`src/design/tpsq_pkg.sv`:
```
// package with the constants and types of the two-axis position sequencer
`default_nettype none
package tpsq_pkg;
  localparam int TPSQ_POS_W = 16;
  typedef logic signed [TPSQ_POS_W-1:0] tpsq_pos_t;
  typedef logic [TPSQ_POS_W-1:0] tpsq_vel_t;
  // register byte addresses, axis block at 0x00 and 0x40
  localparam logic [7:0] TPSQ_AXIS_STRIDE = 8'h40;
  localparam logic [5:0] TPSQ_OFS_CTRL = 6'h00;
  localparam logic [5:0] TPSQ_OFS_CMD_POS = 6'h04;
  localparam logic [5:0] TPSQ_OFS_VEL_LIM = 6'h08;
  localparam logic [5:0] TPSQ_OFS_DECEL_A = 6'h0C;
  localparam logic [5:0] TPSQ_OFS_DECEL_B = 6'h10;
  localparam logic [5:0] TPSQ_OFS_STOP_DIST = 6'h14;
  localparam logic [5:0] TPSQ_OFS_JOG_VEL = 6'h18;
  localparam logic [5:0] TPSQ_OFS_WINDOW = 6'h1C;
  localparam logic [5:0] TPSQ_OFS_ACCEL = 6'h20;
  localparam logic [5:0] TPSQ_OFS_ACT_POS = 6'h24;
  localparam logic [5:0] TPSQ_OFS_STATUS = 6'h28;
  localparam logic [7:0] TPSQ_ADDR_MODE = 8'h80;
  localparam logic [7:0] TPSQ_ADDR_IRQ_STAT = 8'h84;
  localparam logic [7:0] TPSQ_ADDR_IRQ_MASK = 8'h88;
  // control register fields
  localparam int TPSQ_CTRL_ENABLE = 0;
  localparam int TPSQ_CTRL_START = 1;
  localparam int TPSQ_CTRL_JOG_PLUS = 2;
  localparam int TPSQ_CTRL_JOG_MINUS = 3;
  // mode register fields
  localparam int TPSQ_MODE_SYNC = 0;
  localparam int TPSQ_MODE_AVG = 1;
  localparam int TPSQ_MODE_ROOT = 2;
  localparam int TPSQ_MODE_NC = 3;
  localparam logic [3:0] TPSQ_MODE_RESET = 4'h4;
  // status register fields
  localparam int TPSQ_STAT_READY = 0;
  localparam int TPSQ_STAT_REACHED = 1;
  localparam int TPSQ_STAT_WINDOW = 2;
  localparam int TPSQ_STAT_MOVING = 3;
  // interrupt bits: reached per axis in [1:0], window entry per axis in [3:2]
  localparam int TPSQ_IRQ_W = 4;
  // reset values of the per-axis settings
  localparam tpsq_vel_t TPSQ_VEL_LIM_RESET = 16'h1000;
  localparam tpsq_vel_t TPSQ_DECEL_RESET = 16'h0400;
  localparam tpsq_vel_t TPSQ_STOP_RESET = 16'h0100;
  localparam tpsq_vel_t TPSQ_JOG_VEL_RESET = 16'h0200;
  localparam tpsq_vel_t TPSQ_WINDOW_RESET = 16'h0040;
  localparam tpsq_vel_t TPSQ_ACCEL_RESET = 16'h0010;
  // reached tolerance in position counts, ratio scale and sync gain shift
  localparam logic [TPSQ_POS_W:0] TPSQ_REACH_TOL = 17'h00002;
  localparam int TPSQ_RATIO_SH = 8;
  localparam int TPSQ_SYNC_SH = 2;
endpackage
`default_nettype wire

```
`src/design/tpsq_axis_if.sv`:
```
// interface carrying settings and state between the top and one axis
`default_nettype none
interface tpsq_axis_if;
  import tpsq_pkg::*;
  logic enable;
  logic start;
  logic jog_plus;
  logic jog_minus;
  tpsq_pos_t cmd_pos;
  tpsq_pos_t act_pos;
  tpsq_vel_t vel_lim;
  tpsq_vel_t decel_a;
  tpsq_vel_t decel_b;
  tpsq_vel_t stop_dist;
  tpsq_vel_t jog_vel;
  tpsq_vel_t window;
  tpsq_vel_t accel;
  logic root_decel_curve;
  logic nc_mode;
  logic sync_ovr;
  tpsq_pos_t sync_vel;
  tpsq_pos_t sync_corr;
  tpsq_pos_t drive;
  tpsq_pos_t target;
  logic target_reached_flag;
  logic in_window;
  modport ctl(output enable, start, jog_plus, jog_minus, cmd_pos, act_pos, vel_lim, decel_a, decel_b,
    stop_dist, jog_vel, window, accel, root_decel_curve, nc_mode, sync_ovr, sync_vel, sync_corr,
    input drive, target, target_reached_flag, in_window);
  modport axis(input enable, start, jog_plus, jog_minus, cmd_pos, act_pos, vel_lim, decel_a, decel_b,
    stop_dist, jog_vel, window, accel, root_decel_curve, nc_mode, sync_ovr, sync_vel, sync_corr,
    output drive, target, target_reached_flag, in_window);
endinterface
`default_nettype wire

```
`src/design/tpsq_axis.sv`:
```
// one positioning axis: target handling, deceleration profile, jog and flags
`default_nettype none
module tpsq_axis
  import tpsq_pkg::*;
(
  input wire logic clk,
  input wire logic arst_n,
  tpsq_axis_if.axis ax
);
  localparam int W = TPSQ_POS_W;
  logic en_q, start_q, jog_q;
  logic [W-1:0] nc_q, nc_d;
  tpsq_pos_t target_q, target_d, drive_q, drive_d;
  logic reached_q, reached_d, win_q, win_d;

  wire en_rise = ax.enable & ~en_q;
  wire start_rise = ax.enable & ax.start & ~start_q;
  wire start_fall = ax.enable & ~ax.start & start_q;
  // both jog bits at once cancel rather than pick a direction
  wire jog = ax.enable & ~ax.start & (ax.jog_plus ^ ax.jog_minus);
  wire jog_rel = ax.enable & ~ax.start & jog_q & ~jog;
  wire signed [W:0] err = $signed({target_q[W-1], target_q}) - $signed({ax.act_pos[W-1], ax.act_pos});
  wire dir_pos = ~err[W];
  wire [W:0] mag = dir_pos ? err : -err;
  wire signed [W:0] cmd_err = $signed({ax.cmd_pos[W-1], ax.cmd_pos}) - $signed({ax.act_pos[W-1], ax.act_pos});
  wire [W:0] cmd_mag = cmd_err[W] ? -cmd_err : cmd_err;
  wire near_cmd = cmd_mag <= TPSQ_REACH_TOL;
  wire near_tgt = mag <= TPSQ_REACH_TOL;
  wire [W-1:0] decel_sel = dir_pos ? ax.decel_a : ax.decel_b;
  // ratio of remaining stroke to deceleration distance, 256 = full speed
  wire full_speed = (decel_sel == '0) || (mag >= {1'b0, decel_sel});
  wire [W+TPSQ_RATIO_SH:0] ratio_div = {mag, TPSQ_RATIO_SH'(0)} / {9'h000, decel_sel};
  wire [9:0] ratio = full_speed ? 10'h100 : 10'(ratio_div);
  // root-like curve r(2-r): steep near target, shorter stops for normal valves
  wire [19:0] ratio_sq = ratio * ratio;
  wire [9:0] root_ratio = 10'({ratio, 1'b0} - 11'(ratio_sq >> TPSQ_RATIO_SH));
  wire [9:0] shape = ax.root_decel_curve ? root_ratio : ratio;
  wire [W+9:0] prof_prod = ax.vel_lim * shape;
  wire [W-1:0] prof_mag = W'(prof_prod >> TPSQ_RATIO_SH);
  // nc profile: speed climbs by accel per cycle, stroke curve caps it on approach
  wire [W:0] nc_up = {1'b0, nc_q} + {1'b0, ax.accel};
  assign nc_d = (!ax.enable || near_tgt) ? '0 : (nc_up > {1'b0, prof_mag}) ? prof_mag : W'(nc_up);
  wire [W-1:0] raw_mag = jog ? ax.jog_vel : ax.nc_mode ? nc_q : prof_mag;
  wire [W-1:0] lim_mag = (raw_mag > ax.vel_lim) ? ax.vel_lim : raw_mag;
  wire [W-2:0] pos_max = '1;
  wire [W-1:0] sat_mag = lim_mag[W-1] ? {1'b0, pos_max} : lim_mag;
  wire jog_dir = ax.jog_plus;
  wire base_pos = jog ? jog_dir : dir_pos;
  wire signed [W+1:0] base_vel = (!jog && near_tgt) ? '0 :
    base_pos ? $signed({2'b00, sat_mag}) : -$signed({2'b00, sat_mag});
  wire signed [W+1:0] corr_vel = base_vel + $signed({{2{ax.sync_corr[W-1]}}, ax.sync_corr});
  wire signed [W+1:0] vmax = $signed({3'b000, pos_max});
  wire signed [W-1:0] sum_sat = (corr_vel > vmax) ? W'(vmax) : (corr_vel < -vmax) ? W'(-vmax) : W'(corr_vel);
  // the synchronizing loop replaces the own loop of a slave axis
  assign drive_d = !ax.enable ? '0 : ax.sync_ovr ? ax.sync_vel : sum_sat;
  // stop point ahead in the direction of travel, or stay if nearer than that
  wire signed [W+1:0] stop_pt = $signed({{2{ax.act_pos[W-1]}}, ax.act_pos}) +
    (drive_q[W-1] ? -$signed({2'b00, ax.stop_dist}) : $signed({2'b00, ax.stop_dist}));
  wire stop_keep = mag <= {1'b0, ax.stop_dist};

  always_comb begin
    target_d = target_q;
    if (en_rise) begin
      target_d = ax.act_pos;
    end else if (start_rise) begin
      target_d = ax.cmd_pos;
    end else if (start_fall && drive_q != '0 && !stop_keep) begin
      target_d = W'(stop_pt);
    end else if (jog || jog_rel) begin
      target_d = ax.act_pos;
    end
  end

  assign reached_d = start_rise ? near_cmd : (ax.enable && !jog && !en_rise && near_tgt);
  assign win_d = ax.enable && ax.start && !start_rise && (mag <= {1'b0, ax.window});

  always_ff @(posedge clk or negedge arst_n) begin
    if (!arst_n) begin
      en_q <= 1'b0;
      start_q <= 1'b0;
      jog_q <= 1'b0;
      nc_q <= '0;
      target_q <= '0;
      drive_q <= '0;
      reached_q <= 1'b0;
      win_q <= 1'b0;
    end else begin
      en_q <= ax.enable;
      start_q <= ax.enable & ax.start;
      jog_q <= jog;
      nc_q <= nc_d;
      target_q <= target_d;
      drive_q <= drive_d;
      reached_q <= reached_d;
      win_q <= win_d;
    end
  end

  assign ax.drive = drive_q;
  assign ax.target = target_q;
  assign ax.target_reached_flag = reached_q;
  assign ax.in_window = win_q;
endmodule
`default_nettype wire

```
`src/design/tpsq_top.sv`:
```
// two-axis position sequencer: register port, sensor inputs, sync controller, interrupt
`default_nettype none
module tpsq_top
  import tpsq_pkg::*;
(
  input wire logic clk,
  input wire logic arst_n,
  input wire logic [7:0] addr,
  input wire logic [31:0] wdata,
  input wire logic wr,
  input wire logic rd,
  output logic [31:0] rdata,
  input wire logic [TPSQ_POS_W-1:0] sensor_pos_a,
  input wire logic [TPSQ_POS_W-1:0] sensor_pos_b,
  output logic [TPSQ_POS_W-1:0] valve_cmd_a,
  output logic [TPSQ_POS_W-1:0] valve_cmd_b,
  output logic ready,
  output logic [1:0] target_reached_flag,
  output logic [1:0] in_window,
  output logic irq
);
  localparam int W = TPSQ_POS_W;
  tpsq_axis_if ax [2] ();

  logic [W-1:0] pin_s1 [2];
  logic [W-1:0] pin_s2 [2];
  logic [3:0] ctrl_q [2];
  tpsq_pos_t cmd_q [2];
  tpsq_vel_t vlim_q [2], deca_q [2], decb_q [2], stop_q [2], jogv_q [2], win_q [2], acc_q [2];
  logic [3:0] mode_q;
  logic [TPSQ_IRQ_W-1:0] ists_q, imask_q, ev_prev_q;
  logic ready_q;
  logic [31:0] rdata_q;
  tpsq_pos_t drv [2];
  logic [1:0] reached, inwin;

  wire [1:0] axis_hit;
  wire [5:0] axis_ofs = addr[5:0];
  wire wr_mode = wr && addr == TPSQ_ADDR_MODE;
  wire wr_istat = wr && addr == TPSQ_ADDR_IRQ_STAT;
  wire wr_imask = wr && addr == TPSQ_ADDR_IRQ_MASK;

  genvar i;
  generate
    for (i = 0; i < 2; i++) begin : g_axis
      assign axis_hit[i] = addr[7:6] == 2'(i);
      wire w = wr && axis_hit[i];
      // sensor bits arrive from outside the clock domain
      always_ff @(posedge clk or negedge arst_n) begin
        if (!arst_n) begin
          pin_s1[i] <= '0;
          pin_s2[i] <= '0;
        end else begin
          pin_s1[i] <= (i == 0) ? sensor_pos_a : sensor_pos_b;
          pin_s2[i] <= pin_s1[i];
        end
      end
      always_ff @(posedge clk or negedge arst_n) begin
        if (!arst_n) begin
          ctrl_q[i] <= '0;
          cmd_q[i] <= '0;
          vlim_q[i] <= TPSQ_VEL_LIM_RESET;
          deca_q[i] <= TPSQ_DECEL_RESET;
          decb_q[i] <= TPSQ_DECEL_RESET;
          stop_q[i] <= TPSQ_STOP_RESET;
          jogv_q[i] <= TPSQ_JOG_VEL_RESET;
          win_q[i] <= TPSQ_WINDOW_RESET;
          acc_q[i] <= TPSQ_ACCEL_RESET;
        end else if (w) begin
          if (axis_ofs == TPSQ_OFS_CTRL) ctrl_q[i] <= wdata[3:0];
          if (axis_ofs == TPSQ_OFS_CMD_POS) cmd_q[i] <= wdata[W-1:0];
          if (axis_ofs == TPSQ_OFS_VEL_LIM) vlim_q[i] <= wdata[W-1:0];
          if (axis_ofs == TPSQ_OFS_DECEL_A) deca_q[i] <= wdata[W-1:0];
          if (axis_ofs == TPSQ_OFS_DECEL_B) decb_q[i] <= wdata[W-1:0];
          if (axis_ofs == TPSQ_OFS_STOP_DIST) stop_q[i] <= wdata[W-1:0];
          if (axis_ofs == TPSQ_OFS_JOG_VEL) jogv_q[i] <= wdata[W-1:0];
          if (axis_ofs == TPSQ_OFS_WINDOW) win_q[i] <= wdata[W-1:0];
          if (axis_ofs == TPSQ_OFS_ACCEL) acc_q[i] <= wdata[W-1:0];
        end
      end
      // each axis has its own settings except the shared curve and nc mode bits, and its own sequencer
      assign ax[i].enable = ctrl_q[i][TPSQ_CTRL_ENABLE];
      assign ax[i].start = ctrl_q[i][TPSQ_CTRL_START];
      assign ax[i].jog_plus = ctrl_q[i][TPSQ_CTRL_JOG_PLUS];
      assign ax[i].jog_minus = ctrl_q[i][TPSQ_CTRL_JOG_MINUS];
      assign ax[i].cmd_pos = cmd_q[i];
      assign ax[i].act_pos = pin_s2[i];
      assign ax[i].vel_lim = vlim_q[i];
      assign ax[i].decel_a = deca_q[i];
      assign ax[i].decel_b = decb_q[i];
      assign ax[i].stop_dist = stop_q[i];
      assign ax[i].jog_vel = jogv_q[i];
      assign ax[i].window = win_q[i];
      assign ax[i].accel = acc_q[i];
      assign ax[i].root_decel_curve = mode_q[TPSQ_MODE_ROOT];
      assign ax[i].nc_mode = mode_q[TPSQ_MODE_NC];
      assign drv[i] = ax[i].drive;
      assign reached[i] = ax[i].target_reached_flag;
      assign inwin[i] = ax[i].in_window;
      tpsq_axis tpsq_axis_inst (
        .clk(clk),
        .arst_n(arst_n),
        .ax(ax[i])
      );
    end
  endgenerate

  // coupling only acts while both axes are enabled
  wire sync_on = mode_q[TPSQ_MODE_SYNC] && ax[0].enable && ax[1].enable;
  wire sync_avg = mode_q[TPSQ_MODE_AVG];
  wire signed [W:0] pos_diff = $signed({pin_s2[0][W-1], pin_s2[0]}) - $signed({pin_s2[1][W-1], pin_s2[1]});
  wire signed [W:0] diff_gain = pos_diff >>> TPSQ_SYNC_SH;
  wire signed [W:0] half_gain = pos_diff >>> (TPSQ_SYNC_SH + 1);
  // slave follows master drive plus a position catch-up term; without spare speed it cannot catch up
  wire signed [W+1:0] slave_sum = $signed({drv[0][W-1], drv[0][W-1], drv[0]}) + $signed({diff_gain[W], diff_gain});
  wire signed [W+1:0] vmax = $signed({3'b000, {(W-1){1'b1}}});
  wire signed [W-1:0] slave_vel = (slave_sum > vmax) ? W'(vmax) : (slave_sum < -vmax) ? W'(-vmax) : W'(slave_sum);
  wire signed [W-1:0] half_sat = (half_gain > W'(vmax)) ? W'(vmax) :
    (half_gain < -W'(vmax)) ? W'(-vmax) : W'(half_gain);
  assign ax[1].sync_ovr = sync_on && !sync_avg;
  assign ax[1].sync_vel = slave_vel;
  // average mode pulls both axes toward their mean position
  assign ax[0].sync_ovr = 1'b0;
  assign ax[0].sync_vel = '0;
  assign ax[0].sync_corr = (sync_on && sync_avg) ? -half_sat : '0;
  assign ax[1].sync_corr = (sync_on && sync_avg) ? half_sat : '0;

  wire [TPSQ_IRQ_W-1:0] ev_now = {inwin, reached};
  wire [TPSQ_IRQ_W-1:0] ev_rise = ev_now & ~ev_prev_q;
  // a new event in the clearing cycle stays set
  wire [TPSQ_IRQ_W-1:0] ists_d = (ists_q & ~(wr_istat ? wdata[TPSQ_IRQ_W-1:0] : '0)) | ev_rise;

  always_ff @(posedge clk or negedge arst_n) begin
    if (!arst_n) begin
      mode_q <= TPSQ_MODE_RESET;
      imask_q <= '0;
      ists_q <= '0;
      ev_prev_q <= '0;
      ready_q <= 1'b0;
    end else begin
      if (wr_mode) mode_q <= wdata[3:0];
      if (wr_imask) imask_q <= wdata[TPSQ_IRQ_W-1:0];
      ists_q <= ists_d;
      ev_prev_q <= ev_now;
      ready_q <= 1'b1;
    end
  end

  wire rsel = addr[6];
  wire axis_rd = !addr[7];
  wire [31:0] stat_word = {28'h0000000, drv[rsel] != '0, inwin[rsel], reached[rsel], ready_q};
  wire [31:0] axis_word =
    axis_ofs == TPSQ_OFS_CTRL ? {28'h0000000, ctrl_q[rsel]} :
    axis_ofs == TPSQ_OFS_CMD_POS ? {16'h0000, cmd_q[rsel]} :
    axis_ofs == TPSQ_OFS_VEL_LIM ? {16'h0000, vlim_q[rsel]} :
    axis_ofs == TPSQ_OFS_DECEL_A ? {16'h0000, deca_q[rsel]} :
    axis_ofs == TPSQ_OFS_DECEL_B ? {16'h0000, decb_q[rsel]} :
    axis_ofs == TPSQ_OFS_STOP_DIST ? {16'h0000, stop_q[rsel]} :
    axis_ofs == TPSQ_OFS_JOG_VEL ? {16'h0000, jogv_q[rsel]} :
    axis_ofs == TPSQ_OFS_WINDOW ? {16'h0000, win_q[rsel]} :
    axis_ofs == TPSQ_OFS_ACCEL ? {16'h0000, acc_q[rsel]} :
    axis_ofs == TPSQ_OFS_ACT_POS ? {16'h0000, pin_s2[rsel]} :
    axis_ofs == TPSQ_OFS_STATUS ? stat_word : 32'h00000000;
  wire [31:0] rd_word =
    axis_rd ? axis_word :
    addr == TPSQ_ADDR_MODE ? {28'h0000000, mode_q} :
    addr == TPSQ_ADDR_IRQ_STAT ? {28'h0000000, ists_q} :
    addr == TPSQ_ADDR_IRQ_MASK ? {28'h0000000, imask_q} : 32'h00000000;

  // read data stand only in the cycle after the strobe
  always_ff @(posedge clk or negedge arst_n) begin
    if (!arst_n) rdata_q <= '0;
    else rdata_q <= rd ? rd_word : 32'h00000000;
  end

  assign rdata = rdata_q;
  assign valve_cmd_a = drv[0];
  assign valve_cmd_b = drv[1];
  assign ready = ready_q;
  assign target_reached_flag = reached;
  assign in_window = inwin;
  assign irq = |(ists_q & imask_q);
endmodule
`default_nettype wire

```
`config.mk`:
```
export PLATFORM = sky130hd
export DESIGN_NAME = tpsq_top
export DESIGN_NICKNAME = d
export VERILOG_FILES = /design/src/design/tpsq_pkg.sv /design/src/design/tpsq_axis_if.sv /design/src/design/tpsq_axis.sv /design/src/design/tpsq_top.sv
export SDC_FILE = /design/constraint.sdc
export NUM_CORES = 2
export LEC_CHECK = 0
export BUFFER_PORTS_ARGS = -buffer_cell sky130_fd_sc_hd__buf_2
export CAP_MARGIN = 20
export CELL_PAD_IN_SITES_DETAIL_PLACEMENT = 0
export CELL_PAD_IN_SITES_GLOBAL_PLACEMENT = 2
export CORE_MARGIN = 1.5
export CORE_UTILIZATION = 35
export DETAILED_ROUTE_END_ITERATION = 6
export PLACE_DENSITY = 0.84
export SYNTH_ARGS = -nofsm -noshare
export SYNTH_HDL_FRONTEND = slang
export SYNTH_SLANG_ARGS = --single-unit
```
`constraint.sdc`:
```
create_clock -name clk -period 196.2 [get_ports clk]
set_input_delay 29.43 -clock clk [delete_from_list [all_inputs] [get_ports clk]]
set_output_delay 29.43 -clock clk [all_outputs]
set_load 0.02 [all_outputs]
```
Word-level counts from Yosys, hierarchy flattened:

Cells that the tools add are included.

* bits in registers: 467
* input bits: 76
* output and inout port bits: 70
* word-level logic and storage cells: 325

* add/subtract/negate cells: 23
* $mul: 4
* divide/modulo/power cells: 2
* order comparisons: 24
* equality and inequality tests: 14
* mux-type cells: 107
* bitwise logic cells: 35
* reductions and logical operators: 72

Operators with widths (number)
* $mux W16: 77
* $sub A16 B16 Y17: 5
* $mux W18: 4
* $le A17 B16 Y1: 4
* $le A17 B2 Y1 const B: 4
* $mux W17: 4
* $neg A17 Y17: 4
* $div A25 B16 Y25: 2
* $mul A16 B10 Y24: 2
* $neg A16 Y16: 3
* $reduce_bool A16 Y1: 3
* $mux W10: 4
* $add A18 B16 Y18: 2
* $gt A18 B16 Y1 const B: 2
* $lt A18 B16 Y1 const B: 2
* $mul A10 B10 Y18: 2
* $neg A16 Y18: 2
* $reduce_and A2 Y1: 18
* $add A16 B16 Y17: 2
* $ge A17 B16 Y1: 2
* $gt A17 B16 Y1: 2
* $add A16 B16 Y16: 2
* $gt A16 B16 Y1: 2
* $logic_not A16 Y1: 2
* other kinds (31): 125

Logic depth before layout (Yosys ltp):

* word-level depth: 24
* gate-level depth with buffers: 429
* mapped depth without buffers: 391

Cells and area by module:

Synthesis repeated with hierarchy kept, for this count alone.

* cell total of the unflattened synthesis: 10927
* area total of the unflattened synthesis: 86596.8 um^2

Modules (own cells, without submodules)
* tpsq_axis (g_axis[1].tpsq_axis_inst): instances 1, cells an instance 4765, area each 34545.6 um^2, seq. area each 1326.3 um^2
* tpsq_axis (g_axis[0].tpsq_axis_inst): instances 1, cells an instance 4705, area each 34329.2 um^2, seq. area each 1326.3 um^2
* tpsq_top: instances 1, cells an instance 1457, area each 17722.0 um^2, seq. area each 9052.4 um^2

Least setup slack after synthesis:

No wires, ideal clock.

* kind: reg2reg
* start: register pin_s2 (netlist bit ax[0].act_pos[7])
* end: register g_axis[0].tpsq_axis_inst.drive_q[10]
* setup time: 0.122 ns
* arrival: 79.910 ns
* required time: 196.078 ns
* slack: 116.168 ns
* cell stages (with the launch flop): 399
* buffers on the path: 44
* clock period less this slack: 80.032 ns
* path through: dfrtp_1 -> inv_1 -> ha_1 -> and2_1 -> or4_1 -> o21ai_1 -> buf_2 -> a21oi_1 -> buf_2 -> clkbuf_1 -> o21ai_1 -> clkinv_1 -> clkbuf_1 -> ha_1 -> nor2_1 -> nor3_1 -> mux2i_1 -> ha_1 -> [363 not listed] -> fa_1 -> a21o_1 -> a21oi_1 -> o21bai_1 -> a21oi_1 -> o21bai_1 -> a21oi_1 -> o21bai_1 -> a21oi_1 -> xnor2_1 -> or4_1 -> or4_1 -> o311ai_0 -> nand2b_1 -> nor4_1 -> nor3_1 -> buf_2 -> a32o_1

* cells in the longest elaborated chain, start to end: 23
* elaborated cells between the ends (all ways): 38
* classes of those cells: add/sub: 7; mul: 2; div: 1; order compare: 7; mux: 17; bitwise: 1; reduce/logical: 3

RTL lines
* from (decl): RTL line tpsq_top.sv:26 `logic [W-1:0] pin_s2 [2];`
* from (signal, indexed assignment): RTL line tpsq_top.sv:55 `pin_s2[i] <= pin_s1[i];`
* branches (longest 18 deep; another with $div A25 B16 Y25)
* $add A18 B16 Y18 *: RTL line tpsq_axis.sv:51 `wire signed [W+1:0] corr_vel = base_vel + $signed({{2{ax.sync_corr[W-1]}}, ax.sync_corr});`
* $lt A18 B16 Y1: RTL line tpsq_axis.sv:53 `wire signed [W-1:0] sum_sat = (corr_vel > vmax) ? W'(vmax) : (corr_vel < -vmax) ? W'(-vmax) : W'(corr_vel);`
* $mux W16: RTL line tpsq_axis.sv:53
* $mux W16 *: RTL line tpsq_axis.sv:53
* $mux W16 *: RTL line tpsq_axis.sv:55 `assign drive_d = !ax.enable ? '0 : ax.sync_ovr ? ax.sync_vel : sum_sat;`
* via g_axis[0].tpsq_axis_inst.drive_d[10]: RTL line tpsq_axis.sv:13 `tpsq_pos_t target_q, target_d, drive_q, drive_d;`
* to (signal assigned): RTL line tpsq_axis.sv:93 `drive_q <= drive_d;`
* to (decl): RTL line tpsq_axis.sv:13

Mark *: on every way through the listed nets, which the timed path passes.
A chain may end at the register's enable or synchronous reset.

Worst setup path after layout:

* start: register pin_s2 (netlist bit ax[0].act_pos[3])
* end: register g_axis[0].tpsq_axis_inst.drive_q[11]

The elaborated chain is that of the path after synthesis.

==> results.sh <==
export IMPL_outcome="complete, but fails checks"
export IMPL_violations="DRC"
export IMPL_arrival_ns=93.67
export IMPL_cts_setup_buffers=0
export IMPL_first_pass_iters=7
export IMPL_rsz0062_at_grt="no"
export IMPL_met1_usage_pct=33.9
export IMPL_viasPerCell=5.78
export IMPL_relSlewSlack_pct=21.1
export IMPL_fmax_mhz=10.7
export IMPL_worstMarginPinSlew_ns=1.17
export IMPL_grt_max_degree=171
export IMPL_synth_edf_count=0
export IMPL_fin_nets=12300
export IMPL_path_common_cell="a21oi_1"
export IMPL_yosysWarnings=0
export IMPL_die_h_um=496
export IMPL_h_tree_depth=2
export IMPL_start_util_pct=35.3
export IMPL_instances_no_fill=14000
export IMPL_maxCapViolCount=0
export IMPL_gr_usage_all_layers_pct=24.9
export IMPL_cts_resized=0
export IMPL_multiInputGateArea_um2=68500
export IMPL_synthCells=10800
export IMPL_grt_pass1_wl_mm=476
export IMPL_critPathKind="register to register"
export IMPL_busiest_layer="met2"
export IMPL_dp_slack_ns=104.00
export IMPL_layout_commonest_cell="ha_1"
export IMPL_syn2layout_area_growth_pct=7.77
export IMPL_hold_buffers=0
export IMPL_yosys_most_used_dff="dfrtp_1"
export IMPL_min_path_type="register to register"
export IMPL_fin_ws_ns=103.03
export IMPL_coreArea_um2=241000
export IMPL_io_buffers=113
export IMPL_syn_avg_cell_area_um2=7.85
export IMPL_place_hpwl_mm=253
export IMPL_grt_pass1_vias=78400
export IMPL_ys_ff_latch=467
export IMPL_dieArea_um2=246000
export IMPL_clock_sinks=467
export IMPL_cts_buffers=51
export IMPL_fill_cells=25000
export IMPL_synth_cell_types=130
export IMPL_cts_tree="done"
export IMPL_regArea_um2=11700
export IMPL_drv_slew=0
export IMPL_path_max_fanout=39
export IMPL_cp_start_kind="register"
export IMPL_skew_ns=0.0203
export IMPL_path_buf_inv=30
export IMPL_cp_top_family="compound AO/OA/AOI/OAI gates"
export IMPL_fp_dieW_um=496
export IMPL_rows=180
export IMPL_hold_viol_final=0
export IMPL_ys_top_cells_by_area="ha_1 16%, dfrtp_1 13%, fa_1 7.6%"
export IMPL_yosysSeqAreaShare_pct=13.8
export IMPL_cpMaxStageDelayCell="a2111oi_0"
export IMPL_critical_path_endpoint_type="register"
export IMPL_netlist_area_leader_share_pct=16.2
export IMPL_clkTransAtPathRegs_ns=0.06
export IMPL_min_period_ns=93.17
export IMPL_placed_cells=13900
export IMPL_antenna_found_initial=19
export IMPL_routedWlPerCell_um=22.5
export IMPL_root_buffer="clkbuf_16"
export IMPL_setup_tns_ns=0
export IMPL_postRouteAntennaNets=0
export IMPL_critPathRequiredTime_ns=196.70
export IMPL_layout_common_cells="1101 x ha_1, 963 x nand2_1, 943 x inv_1, 942 x nor2_1, 875 x a21oi_1"
export IMPL_syn_area_um2=84900
export IMPL_gr_total_overflow=0
export IMPL_via_count=80900
export IMPL_min_period_over_period_pct=47.5
export IMPL_pin_count=146
export IMPL_setup_viol_count_final=0
export IMPL_drt_iter0_drc=6378
export IMPL_post_route_cells_drive_above_1_share_pct=9.35
export IMPL_drc=8
export IMPL_synthArstFlopShare_pct=100
export IMPL_yosysTopAreaCell="ha_1"
export IMPL_cts_path_max_buffers=3
export IMPL_cp_slowest_stage_delay_ns=0.88
export IMPL_grtUsageMet3_pct=1.94
export IMPL_wl_mm=315
export IMPL_gr_usage_met2_pct=41.6
export IMPL_place_congestion=0.981
export IMPL_clock_latency_ns=0.63
==> logic make-up (layout without fill, tap and decap cells) <==
group,Yosys count,in the layout,share of synthesized area [%]
other cells,2,27,0.00884
xor+xnor,699,699,7.23
simple gates,3279,3279,18.4
buf+inv,1346,1332,6.11
flops,467,467,13.8
mux,552,552,7.08
compound gates,3043,3043,23.5
fa+ha+maj,1425,1425,23.9
==> final timing paths <==
path	to	depth (start not counted)	slack [ns]	start
min in group asynchronous	g_axis[0].tpsq_axis_inst.nc_q[14]	1	28.81	arst_n
max in group asynchronous	pin_s1[9]	3	164.86	arst_n
worst min-delay path	ax[0].act_pos[5]	0	0.35	pin_s1[21]
worst max register to register	g_axis[0].tpsq_axis_inst.ax.drive[11]	370	103.03	ax[0].act_pos[3]
worst max-delay path	g_axis[0].tpsq_axis_inst.ax.drive[11]	370	103.03	ax[0].act_pos[3]
worst min register to register	ax[0].act_pos[5]	0	0.35	pin_s1[21]
==> metrics by stage <==
stage | area [um^2] | utilization [%] | hold slack (ns)
floorplan | 85000 | - | 0.331
global placement | 89600 | 37.2 | 0.333
detailed placement | 89600 | 37.2 | 0.335
CTS | 91400 | 38.0 | 0.345
global route | 91500 | 38.0 | 0.353
finish | 91500 | 38.0 | 0.346
==> final cells by class <==
type	instances	area share (%)
multi-input cells	9015	74.8
flip-flops and latches	467	12.8
well taps	3185	4.35
inverters	947	3.88
repair buffers	289	2.12
clock buffers	69	1.60
clock inverters	27	0.410
diodes	10	0.0273
==> metal layers <==
layer | wire, um | up-vias
met5 | 57 | -
met4 | 10700 | 8
li1 | - | 38600
met1 | 143000 | 39800
met3 | 15100 | 388
met2 | 145000 | 2140
==> synth_stat cells (33+ instances only) <==
cell      instances
ha_1           1101
nand2_1         963
nor2_1          950
inv_1           943
a21oi_1         877
o21ai_0         585
xnor2_1         465
dfrtp_1         452
mux2_2          367
fa_1            323
clkbuf_1        304
a21o_1          275
xor2_1          232
nor3_1          213
mux2i_1         177
nand3_1         162
o21a_1          162
o21bai_1        157
nand2b_1        150
and2_1          130
nor2b_1         125
a211oi_1        118
nand4_1         111
o31ai_1          88
a31oi_1          87
or2_2            84
nor4_1           83
o211ai_1         79
or3_1            76
and3_1           67
o22ai_1          54
buf_1            40
a22oi_1          35
a21boi_0         33
==> worst reg2reg max path: cells and delay by family, from the launching register on <==
kind                       cells  cell delay [ns]
and+or+nand+nor               96            21.77
adders and majority gates     42            15.39
AOI/OAI and AO/OA            191            47.06
DFF                            1             0.64
buffers and inverters         30             5.10
muxes                          8             2.54
xor gates and xnor gates       3             0.59
Power is left out: the tool's default activity adds up to more than one toggle a clock period on the data nets, which glitch-free logic cannot reach.
